===== src/hw/usb_phy_side_pkg.sv =====
// Constants shared by the USB PHY side control register bank.
package usb_phy_side_pkg;
  // ****************************************************************
  // Register byte offsets
  // ****************************************************************
  localparam logic [11:0] CHARGER_CLOCK_OFF = 12'h108;
  localparam logic [11:0] VBUS_LINE_OFF = 12'h10C;
  localparam logic [11:0] EDGE_ENABLE_OFF = 12'h110;
  localparam logic [11:0] EVENT_STATUS_OFF = 12'h114;
  localparam logic [11:0] EVENT_CLEAR_OFF = 12'h118;

  // ****************************************************************
  // Write-enable half and writable bits
  // ****************************************************************
  localparam int WREN_LSB = 16;
  localparam logic [15:0] CHARGER_CLOCK_WRITABLE = 16'h1F9F;
  localparam logic [15:0] VBUS_LINE_WRITABLE = 16'h0FFF;
  localparam logic [15:0] EDGE_ENABLE_WRITABLE = 16'h03FF;
  localparam logic [9:0] EVENT_CLEAR_USED = 10'h3FF;

  // ****************************************************************
  // Reset values
  // ****************************************************************
  localparam logic [15:0] CHARGER_CLOCK_RST = 16'h0000;
  localparam logic [15:0] VBUS_LINE_RST = 16'h0019;
  localparam logic [15:0] EDGE_ENABLE_RST = 16'h0000;
  localparam logic [9:0] EVENT_STATUS_RST = 10'h000;

  // ****************************************************************
  // Charger detection and clock control fields
  // ****************************************************************
  localparam int DM_VOLT_SRC_BIT = 12;
  localparam int DP_VOLT_SRC_BIT = 11;
  localparam int DM_PULL_DOWN_BIT = 10;
  localparam int DP_SRC_CURRENT_BIT = 9;
  localparam int DM_SINK_BIT = 8;
  localparam int DP_SINK_BIT = 7;
  localparam int COMMON_ON_BIT = 4;
  localparam int BYPASS_MSB = 3;

  // ****************************************************************
  // VBUS and line override fields
  // ****************************************************************
  localparam int OTG_VBUS_VALUE_BIT = 11;
  localparam int OTG_VBUS_SEL_BIT = 10;
  localparam int FS_SE0_BIT = 9;
  localparam int FS_DATA_BIT = 8;
  localparam int FS_OE_BIT = 7;
  localparam int FS_OWNER_BIT = 6;
  localparam int HOST_ID_PULL_UP_BIT = 5;
  localparam int HOST_DM_PULL_DOWN_BIT = 4;
  localparam int HOST_DP_PULL_DOWN_BIT = 3;
  localparam int HOST_DISCHARGE_BIT = 2;
  localparam int HOST_CHARGE_BIT = 1;
  localparam int HOST_VBUS_DRIVE_BIT = 0;

  // ****************************************************************
  // Event fields: edge pair n sits at bits 2n+3:2n+2
  // ****************************************************************
  localparam int EDGE_PAIRS = 4;
  localparam int HOST_LINE_BIT = 1;
  localparam int OTG_LINE_BIT = 0;

  // ****************************************************************
  // Clock settling
  // ****************************************************************
  localparam int CLK_FREQ_MHZ = 20;
  localparam int SETTLE_TIME_US = 1000;
  localparam int SETTLE_CYCLES_DEF = SETTLE_TIME_US * CLK_FREQ_MHZ;
  localparam int SETTLE_CNT_W = 15;

  typedef enum logic [1:0] {
    BUS_IDLE = 2'b00,
    BUS_WRITE = 2'b01,
    BUS_READ = 2'b10,
    BUS_READ_DONE = 2'b11
  } bus_state_e;

  typedef enum logic [1:0] {
    CLK_RUN = 2'b00,
    CLK_STOPPED = 2'b01,
    CLK_SETTLE = 2'b10
  } clk_state_e;
endpackage


===== src/hw/usb_phy_side_control_bank.sv =====
// AHB-Lite register bank steering the USB PHY side controls and event status.
// Operation
// - Bits 12 and 11 switch on OTG minus and plus voltage sources, reset off.
// - Bit 10 enables the OTG minus line pull-down.
// - Bit 9 enables the OTG data-line source current.
// - Bits 8 and 7 enable OTG minus and plus sink currents.
// - Common-on zero keeps the 480MHz PLL clock running always.
// - Common-on one stops the clock only while both ports are suspended.
// - After a stop, wait 1ms of settling before the clock counts as usable.
// - Bit 10 selects controller or register VBUS drive toward the PHY.
// - Bit 11 holds the register VBUS drive value, reset zero.
// - Bits 9..6 drive OTG full-speed SE0, data, enable and owner, reset zero.
// - Bit 5 drives host ID pull-up, reset zero.
// - Bits 4 and 3 enable host minus and plus pull-downs, reset one.
// - Bits 2 and 1 drive host VBUS discharge and charge, reset zero.
// - Bit 0 drives host VBUS drive, reset one.
// - Bits 9:8 enable host disconnect rising and falling edges.
// - Bits 7:6 enable OTG disconnect rising and falling edges.
// - Bits 5:4 enable OTG ID rising and falling edges.
// - Bits 3:2 enable OTG B-valid rising and falling edges.
// - Bits 1 and 0 enable host and OTG line-state change status.
// - Enabled edges latch own status; clear pattern 01 or 10 clears one.
// - Writing one clears line-change status; zero does nothing.
//
// Our own choice: the AHB-Lite slave port.
`timescale 1ns/1ps
module usb_phy_side_control_bank
  import usb_phy_side_pkg::*;
#(
  parameter int SETTLE_CYCLES = usb_phy_side_pkg::SETTLE_CYCLES_DEF,
  parameter int CNT_W = usb_phy_side_pkg::SETTLE_CNT_W
)(
  // Clock and reset
  input wire logic mclk,
  input wire logic nrst,
  // AHB-Lite slave
  input wire logic hsel,
  input wire logic [31:0] haddr,
  input wire logic [1:0] htrans,
  input wire logic hwrite,
  input wire logic [2:0] hsize,
  input wire logic [31:0] hwdata,
  input wire logic hready,
  output logic hreadyout,
  output logic hresp,
  output logic [31:0] hrdata,
  // OTG charger detection controls
  output logic otg_dm_volt_src,
  output logic otg_dp_volt_src,
  output logic otg_dm_pull_down,
  output logic otg_dp_src_current,
  output logic otg_dm_sink_current,
  output logic otg_dp_sink_current,
  output logic [3:0] otg_bypass_ctrl,
  // PLL clock suspend control
  input wire logic otg_suspend,
  input wire logic host_suspend,
  output logic pll_clk_enable,
  output logic pll_clk_ready,
  // VBUS and line overrides
  input wire logic otg_ctrl_vbus_drive,
  output logic phy_otg_vbus_drive,
  output logic otg_fullspeed_single_ended_zero,
  output logic otg_fullspeed_line_data,
  output logic otg_fullspeed_output_enable,
  output logic otg_fullspeed_transceiver_owner,
  output logic host_id_pull_up,
  output logic host_dm_pull_down,
  output logic host_dp_pull_down,
  output logic host_vbus_discharge,
  output logic host_vbus_charge,
  output logic host_vbus_drive,
  // PHY event sources
  input wire logic host_disconnect,
  input wire logic otg_disconnect,
  input wire logic otg_id,
  input wire logic otg_bvalid,
  input wire logic [1:0] host_linestate,
  input wire logic [1:0] otg_linestate
);
  import usb_phy_side_pkg::*;

  // ****************************************************************
  // Helpers
  // ****************************************************************
  function automatic logic [15:0] masked_write(input logic [15:0] old,
                                               input logic [31:0] data,
                                               input logic [15:0] writable);
    logic [15:0] wren;
    wren = data[31:WREN_LSB] & writable;
    return (old & ~wren) | (data[15:0] & wren);
  endfunction

  // ****************************************************************
  // State
  // ****************************************************************
  bus_state_e bus_state, next_bus_state;
  logic [11:0] bus_addr, next_bus_addr;
  logic [31:0] next_hrdata;
  logic [15:0] charger_detect_and_clock_control, next_charger;
  logic [15:0] vbus_and_line_override_control, next_vbus_line;
  logic [15:0] phy_event_edge_enable, next_edge_enable;
  logic [9:0] event_status, next_event_status;
  logic [3:0] level_prev, next_level_prev;
  logic [1:0] host_line_prev, next_host_line_prev;
  logic [1:0] otg_line_prev, next_otg_line_prev;
  clk_state_e clk_state, next_clk_state;
  logic [CNT_W-1:0] settle_cnt, next_settle_cnt;
  logic addr_ok;
  logic write_now;
  logic [9:0] event_set;
  logic [9:0] event_clr;
  logic [3:0] level_now;
  logic both_suspended;
  logic common_on;

  // ****************************************************************
  // Bus slave
  // ****************************************************************
  // Reads take one wait state so hrdata comes from a flop and sees a
  // write committed in the cycle just before.
  assign addr_ok = hsel && htrans[1] && hready;
  assign write_now = (bus_state == BUS_WRITE);
  assign hreadyout = (bus_state != BUS_READ);
  assign hresp = 1'b0;

  always_comb
  begin
    next_bus_state = BUS_IDLE;
    next_bus_addr = bus_addr;
    next_hrdata = hrdata;
    case (bus_state)
      BUS_READ:
      begin
        next_bus_state = BUS_READ_DONE;
        if (bus_addr == CHARGER_CLOCK_OFF)
          next_hrdata = {16'h0000, charger_detect_and_clock_control};
        else if (bus_addr == VBUS_LINE_OFF)
          next_hrdata = {16'h0000, vbus_and_line_override_control};
        else if (bus_addr == EDGE_ENABLE_OFF)
          next_hrdata = {16'h0000, phy_event_edge_enable};
        else if (bus_addr == EVENT_STATUS_OFF)
          next_hrdata = {22'h000000, event_status};
        else
          next_hrdata = 32'h00000000;
      end
      default:
      begin
        if (addr_ok)
        begin
          next_bus_state = hwrite ? BUS_WRITE : BUS_READ;
          next_bus_addr = haddr[11:0];
        end
      end
    endcase
  end

  always_ff @(posedge mclk or negedge nrst)
  begin
    if (!nrst)
    begin
      bus_state <= BUS_IDLE;
      bus_addr <= 12'h000;
      hrdata <= 32'h00000000;
    end
    else
    begin
      bus_state <= next_bus_state;
      bus_addr <= next_bus_addr;
      hrdata <= next_hrdata;
    end
  end

  // ****************************************************************
  // Control registers
  // ****************************************************************
  always_comb
  begin
    next_charger = charger_detect_and_clock_control;
    next_vbus_line = vbus_and_line_override_control;
    next_edge_enable = phy_event_edge_enable;
    if (write_now && bus_addr == CHARGER_CLOCK_OFF)
      next_charger = masked_write(charger_detect_and_clock_control, hwdata,
                                  CHARGER_CLOCK_WRITABLE);
    else if (write_now && bus_addr == VBUS_LINE_OFF)
      next_vbus_line = masked_write(vbus_and_line_override_control, hwdata,
                                    VBUS_LINE_WRITABLE);
    else if (write_now && bus_addr == EDGE_ENABLE_OFF)
      next_edge_enable = masked_write(phy_event_edge_enable, hwdata,
                                      EDGE_ENABLE_WRITABLE);
  end

  always_ff @(posedge mclk or negedge nrst)
  begin
    if (!nrst)
    begin
      charger_detect_and_clock_control <= CHARGER_CLOCK_RST;
      vbus_and_line_override_control <= VBUS_LINE_RST;
      phy_event_edge_enable <= EDGE_ENABLE_RST;
    end
    else
    begin
      charger_detect_and_clock_control <= next_charger;
      vbus_and_line_override_control <= next_vbus_line;
      phy_event_edge_enable <= next_edge_enable;
    end
  end

  assign otg_dm_volt_src = charger_detect_and_clock_control[DM_VOLT_SRC_BIT];
  assign otg_dp_volt_src = charger_detect_and_clock_control[DP_VOLT_SRC_BIT];
  assign otg_dm_pull_down = charger_detect_and_clock_control[DM_PULL_DOWN_BIT];
  assign otg_dp_src_current = charger_detect_and_clock_control[DP_SRC_CURRENT_BIT];
  assign otg_dm_sink_current = charger_detect_and_clock_control[DM_SINK_BIT];
  assign otg_dp_sink_current = charger_detect_and_clock_control[DP_SINK_BIT];
  assign otg_bypass_ctrl = charger_detect_and_clock_control[BYPASS_MSB:0];
  assign common_on = charger_detect_and_clock_control[COMMON_ON_BIT];

  // Only the select path is combinational; the register value is held, but the controller input passes straight through.
  assign phy_otg_vbus_drive = vbus_and_line_override_control[OTG_VBUS_SEL_BIT] ?
    vbus_and_line_override_control[OTG_VBUS_VALUE_BIT] :
    otg_ctrl_vbus_drive;
  assign otg_fullspeed_single_ended_zero = vbus_and_line_override_control[FS_SE0_BIT];
  assign otg_fullspeed_line_data = vbus_and_line_override_control[FS_DATA_BIT];
  assign otg_fullspeed_output_enable = vbus_and_line_override_control[FS_OE_BIT];
  assign otg_fullspeed_transceiver_owner =
    vbus_and_line_override_control[FS_OWNER_BIT];
  assign host_id_pull_up = vbus_and_line_override_control[HOST_ID_PULL_UP_BIT];
  assign host_dm_pull_down = vbus_and_line_override_control[HOST_DM_PULL_DOWN_BIT];
  assign host_dp_pull_down = vbus_and_line_override_control[HOST_DP_PULL_DOWN_BIT];
  assign host_vbus_discharge = vbus_and_line_override_control[HOST_DISCHARGE_BIT];
  assign host_vbus_charge = vbus_and_line_override_control[HOST_CHARGE_BIT];
  assign host_vbus_drive = vbus_and_line_override_control[HOST_VBUS_DRIVE_BIT];

  mask_write_a: assert property (@(posedge mclk) disable iff (!nrst)
    write_now && bus_addr == VBUS_LINE_OFF && !hwdata[WREN_LSB + HOST_VBUS_DRIVE_BIT]
    |=> $stable(host_vbus_drive))
    else $error("host VBUS drive changed without its write enable");

  vbus_select_a: assert property (@(posedge mclk) disable iff (!nrst)
    write_now && bus_addr == VBUS_LINE_OFF && hwdata[27:26] == 2'b11 && hwdata[11:10] == 2'b01
    |=> phy_otg_vbus_drive == 1'b0)
    else $error("register VBUS value not routed to the PHY");

  // ****************************************************************
  // PLL clock suspend control
  // ****************************************************************
  // The settle wait runs on this clock, so mclk must not come from the
  // gated 480MHz output.
  assign both_suspended = otg_suspend && host_suspend;

  always_comb
  begin
    next_clk_state = clk_state;
    next_settle_cnt = settle_cnt;
    case (clk_state)
      CLK_RUN:
      begin
        if (common_on && both_suspended)
          next_clk_state = CLK_STOPPED;
      end
      CLK_STOPPED:
      begin
        if (!(common_on && both_suspended))
        begin
          next_clk_state = CLK_SETTLE;
          next_settle_cnt = '0;
        end
      end
      CLK_SETTLE:
      begin
        if (common_on && both_suspended)
          next_clk_state = CLK_STOPPED;
        else if (settle_cnt == CNT_W'(SETTLE_CYCLES - 1))
          next_clk_state = CLK_RUN;
        else
          next_settle_cnt = settle_cnt + 1'b1;
      end
      default:
      begin
        next_clk_state = CLK_RUN;
      end
    endcase
  end

  always_ff @(posedge mclk or negedge nrst)
  begin
    if (!nrst)
    begin
      clk_state <= CLK_RUN;
      settle_cnt <= '0;
    end
    else
    begin
      clk_state <= next_clk_state;
      settle_cnt <= next_settle_cnt;
    end
  end

  assign pll_clk_enable = (clk_state != CLK_STOPPED);
  assign pll_clk_ready = (clk_state == CLK_RUN);

  clock_on_a: assert property (@(posedge mclk) disable iff (!nrst)
    !common_on && $past(!common_on) |-> pll_clk_enable)
    else $error("PLL clock stopped with common-on clear");

  clock_stop_a: assert property (@(posedge mclk) disable iff (!nrst)
    !pll_clk_enable |-> $past(common_on && otg_suspend && host_suspend))
    else $error("PLL clock stopped without both ports suspended");

  stop_entry_a: assert property (@(posedge mclk) disable iff (!nrst)
    clk_state == CLK_RUN && common_on && otg_suspend && host_suspend |=> !pll_clk_enable)
    else $error("PLL clock kept running in full suspend");

  settle_wait_a: assert property (@(posedge mclk) disable iff (!nrst)
    $rose(pll_clk_ready) |-> $past(settle_cnt) == CNT_W'(SETTLE_CYCLES - 1)
    && $past(clk_state) == CLK_SETTLE)
    else $error("PLL clock marked usable before the settle time");

  // ****************************************************************
  // Event detection and status
  // ****************************************************************
  // Edge history resets low, so an input already high at release shows
  // as a rising edge if that edge is enabled at once.
  assign level_now = {host_disconnect, otg_disconnect, otg_id, otg_bvalid};

  always_comb
  begin
    event_set = 10'h000;
    event_clr = 10'h000;
    for (int i = 0; i < EDGE_PAIRS; i++)
    begin
      event_set[2*i+2] = phy_event_edge_enable[2*i+2] && level_now[i] && !level_prev[i];
      event_set[2*i+3] = phy_event_edge_enable[2*i+3] && !level_now[i] && level_prev[i];
      if (write_now && bus_addr == EVENT_CLEAR_OFF)
      begin
        event_clr[2*i+2] = (hwdata[2*i+3 -: 2] == 2'b01);
        event_clr[2*i+3] = (hwdata[2*i+3 -: 2] == 2'b10);
      end
    end
    event_set[HOST_LINE_BIT] = phy_event_edge_enable[HOST_LINE_BIT]
      && (host_linestate != host_line_prev);
    event_set[OTG_LINE_BIT] = phy_event_edge_enable[OTG_LINE_BIT]
      && (otg_linestate != otg_line_prev);
    if (write_now && bus_addr == EVENT_CLEAR_OFF)
    begin
      event_clr[HOST_LINE_BIT] = hwdata[HOST_LINE_BIT];
      event_clr[OTG_LINE_BIT] = hwdata[OTG_LINE_BIT];
    end
    // A new event in the clearing cycle survives the clear.
    next_event_status = (event_status & ~(event_clr & EVENT_CLEAR_USED)) | event_set;
    next_level_prev = level_now;
    next_host_line_prev = host_linestate;
    next_otg_line_prev = otg_linestate;
  end

  always_ff @(posedge mclk or negedge nrst)
  begin
    if (!nrst)
    begin
      event_status <= EVENT_STATUS_RST;
      level_prev <= 4'h0;
      host_line_prev <= 2'h0;
      otg_line_prev <= 2'h0;
    end
    else
    begin
      event_status <= next_event_status;
      level_prev <= next_level_prev;
      host_line_prev <= next_host_line_prev;
      otg_line_prev <= next_otg_line_prev;
    end
  end

  host_unplug_rise_a: assert property (@(posedge mclk) disable iff (!nrst)
    phy_event_edge_enable[8] && $rose(host_disconnect) |=> event_status[8])
    else $error("host disconnect rising edge not latched");

  id_fall_a: assert property (@(posedge mclk) disable iff (!nrst)
    !phy_event_edge_enable[5] && $fell(otg_id) && !$past(event_status[5])
    |=> !event_status[5])
    else $error("disabled ID falling edge was latched");

  edge_clear_a: assert property (@(posedge mclk) disable iff (!nrst)
    write_now && bus_addr == EVENT_CLEAR_OFF && hwdata[3:2] == 2'b01 && !event_set[2]
    |=> !event_status[2] && event_status[3] == $past(event_status[3] || event_set[3]))
    else $error("B-valid edge clear hit the wrong bit");

  line_change_a: assert property (@(posedge mclk) disable iff (!nrst)
    phy_event_edge_enable[0] && otg_linestate != $past(otg_linestate) |-> ##1 event_status[0])
    else $error("OTG line-state change not latched");

  line_clear_a: assert property (@(posedge mclk) disable iff (!nrst)
    write_now && bus_addr == EVENT_CLEAR_OFF && !hwdata[1] && event_status[1]
    |=> event_status[1])
    else $error("host line-state status cleared by a zero");

endmodule


===== config.mk =====
export PLATFORM = sky130hd
export DESIGN_NAME = usb_phy_side_control_bank
export DESIGN_NICKNAME = d
export VERILOG_FILES = /design/src/hw/usb_phy_side_pkg.sv /design/src/hw/usb_phy_side_control_bank.sv
export SDC_FILE = /design/constraint.sdc
export NUM_CORES = 1
export LEC_CHECK = 0
export BUFFER_PORTS_ARGS = -buffer_cell sky130_fd_sc_hd__buf_2
export CAP_MARGIN = 20
export CORE_ASPECT_RATIO = 0.6
export CORE_MARGIN = 2
export CORE_UTILIZATION = 50
export DETAILED_ROUTE_END_ITERATION = 10
export PLACE_DENSITY = 0.8
export SYNTH_ARGS = -nofsm -noshare
export SYNTH_HDL_FRONTEND = slang
export SYNTH_SLANG_ARGS = --single-unit
export TNS_END_PERCENT = 50

===== constraint.sdc =====
create_clock -name mclk -period 3.6 [get_ports mclk]
set_clock_uncertainty 0.15 [all_clocks]
set_input_delay 0.18 -clock mclk [delete_from_list [all_inputs] [get_ports mclk]]
set_output_delay 0.18 -clock mclk [all_outputs]
set_load 0.005 [all_outputs]

==> out/qor.yml <==
drc: 0
synth_edf_count: 0
critPathArrivalTime_ns: 2.41
start_util: 0.5066
dpl.hpwl_mm: 7.694
vias: 3645
finalSetupViolCount: 0
finalNetCount: 645
start_kind: "flip-flop"
fin_util: 0.6329
synth-main-ff-cell: "dfrtp_1"
grt-ovfl-total: 0
hold_class: "input port to flip-flop"
cts_tree: "yes"
slew-limit-headroom: 0.3231
cts-buffers-inserted: 9
antenna_found_initial: 0
clkSinkCount: 95
synth_cell_types: 45
htree_num_levels: 3
fillers: 692
die-area_um2: 9981
clkTransAtPathRegs_ns: 0.06
required_ns: 3.67
cts_buffer_depth: 2
ys_async_sr_fraction: 1.000
grt_pass1_wl_mm: 18.12
drive_gt1_frac: 0.2376
peakVddDrop_uv: 220.4
core_area_um2: 9054
core.rowCount: 27
cp_num_buf_inv: 1
layout_common_cells: "92 x dfrtp_1, 90 x buf_2, 73 x nand2_1"
yosysSeqAreaShare: 0.5191
routed_via_density: 5.360
port-buffer-count: 91
rsz0062_at_grt: "false"
die_y_um: 78.19
p_leak_nw: 2.797
syn_to_final_growth_pct: 24.93
hold_viol_final: 0
synth_area_um2: 4587
cp_common_cell: "nor2_1"
yosysWarningCount: 0
cp_slowest_cell: "nor2_1"
crit_family: "simple AND/OR/NAND/NOR gates"
worst_pin_slew_ns: 1.012
worstSetupPathType: "flip-flop to flip-flop"
num_antenna_cells: 0
worst_setup_path_end_kind: "flip-flop"
post_cts_buffers: 0
max_freq_mhz: 426.6
wl_mm: 10.97
crit_chain: "nor2_1 > nand4_1 > nor2_1 > buf_4 > nand2_1 > mux2_1"
crit_fanout: 7
fin_setup_tns_ns: 0
dr.first_iter.drc_count: 169
track_usage: 0.2344
timing.final.crit_share: 0.6511
ioPinCount: 142
first_global_vias: 3638
power_density_nw_per_um2: 436.1
grt_start_max_net_pins: 85
drt_first_pass_iters: 5
root_buffer: "clkbuf_16"
yosys_register_bits: 95
gp_congestion: 0.8405
max_stage_delay_ns: 0.52
fp.dieW_um: 127.7
detail_route.wl_per_cell_um: 16.13
ant_nets: 0
layout_commonest_cell: "dfrtp_1"
synth.avg_cell_area_um2: 10.67
slew_violations: 0
post-route-min-period_ns: 2.344
cap_viol_max_count: 0
clkLatencyLatePin_ns: 0.34
status: "complete, no violations"
synthCells: 430
area by class of cell:
class	instances	area (um2)	area share
repair buffers	132	878.3	0.1533
inverters	7	26.28	0.004585
clock buffers	14	264.0	0.04607
well taps	116	145.1	0.02533
multi-input cells	314	2021	0.3526
clock inverters	2	15.01	0.002620
flip-flops and latches	95	2381	0.4155
cell families (layout without fill, tap and decap cells):
group,Yosys count,after routing,share of synthesized area
compound gates,64,64,0.07911
xor+xnor,10,10,0.02073
fa+ha+maj,1,1,0.002727
buf+inv,40,155,0.05592
flops,95,95,0.5191
mux,62,62,0.1478
other cells,1,20,0.0008175
simple gates,157,157,0.1738
what timing repair did:
action,4_1_cts,5_1_grt
hold endpoints to repair,143,0
hold buffers,37,0
resized for setup,0,0
layer usage:
metal,routed length (um),GRT usage,vias to the layer above
met3,629,0.06271,25
met4,235,0.08242,0
met5,0,0,-
met1,4910,0.3093,1766
li1,-,-,1716
met2,5196,0.3770,138
worst min-delay path: stages:
cell and delay, ns:
buf_2 0.10, nand2_1 0.05, mux2_1 0.12
where the power goes:
| group | internal, mW | leakage, nW | switching [mW] |
|---|---|---|---|
| combinational | 0.176 | 1.40 | 0.210 |
| sequential | 1.15 | 1.27 | 0.0723 |
| clock | 0.507 | 0.129 | 0.384 |
path summary, 6_finish.rpt:
path	cells after the start	to	from	slack (ns)
worst max-delay path	6	flip-flop	bus_addr[10]	1.26
worst min-delay path	3	flip-flop	hwdata[21]	0.007
worst max register to register	6	flip-flop	bus_addr[10]	1.26
worst min register to register	1	event_status[4]	level_prev[1]	0.30
max in group asynchronous	4	async pin	nrst	2.42
min in group asynchronous	2	hrdata[9]	nrst	0.07
metrics by stage:
stage	setup slack [ns]	instance area [um2]	hold WS (ns)	total power, mW	instances
after detailed placement	1.307	5054	0.1667	1.578	626
final	1.256	5731	0.006546	2.499	680
after global routing	1.180	5731	0.01485	2.608	680
after CTS	1.300	5703	0.0006657	2.498	679
after global placement	1.374	5054	0.1658	1.558	626
after floorplan	1.810	4658	-0.2656	1.460	449
cell usage after synthesis (2+ instances only):
cell type  instances  area share
inv_1              6      0.0049
nor3_1             4      0.0044
a31oi_1            3      0.0041
buf_4             27       0.044
nor2b_1            4      0.0055
nand4_1            7      0.0095
mux2_2            14       0.034
or3_1              6      0.0082
buf_2              4      0.0044
xnor2_1            3      0.0057
o21ai_1           16       0.017
xor2_1             6       0.011
o22a_1             4      0.0076
mux2_1            32       0.079
nor3_4             2      0.0071
clkbuf_1           2      0.0016
dfrtp_1           92        0.50
dfstp_2            3       0.017
nand3_1            8      0.0087
o21ai_0           17       0.019
mux2i_1           16       0.035
nor2_1            23       0.019
a21oi_1           16       0.017
and4_1             4      0.0076
nand3b_1           5      0.0082
o211ai_1           4      0.0065
nand2_1           73       0.060
nand2b_1          10       0.014
and3_1             3      0.0041
No activity file was read; power rests on OpenSTA's default activity.
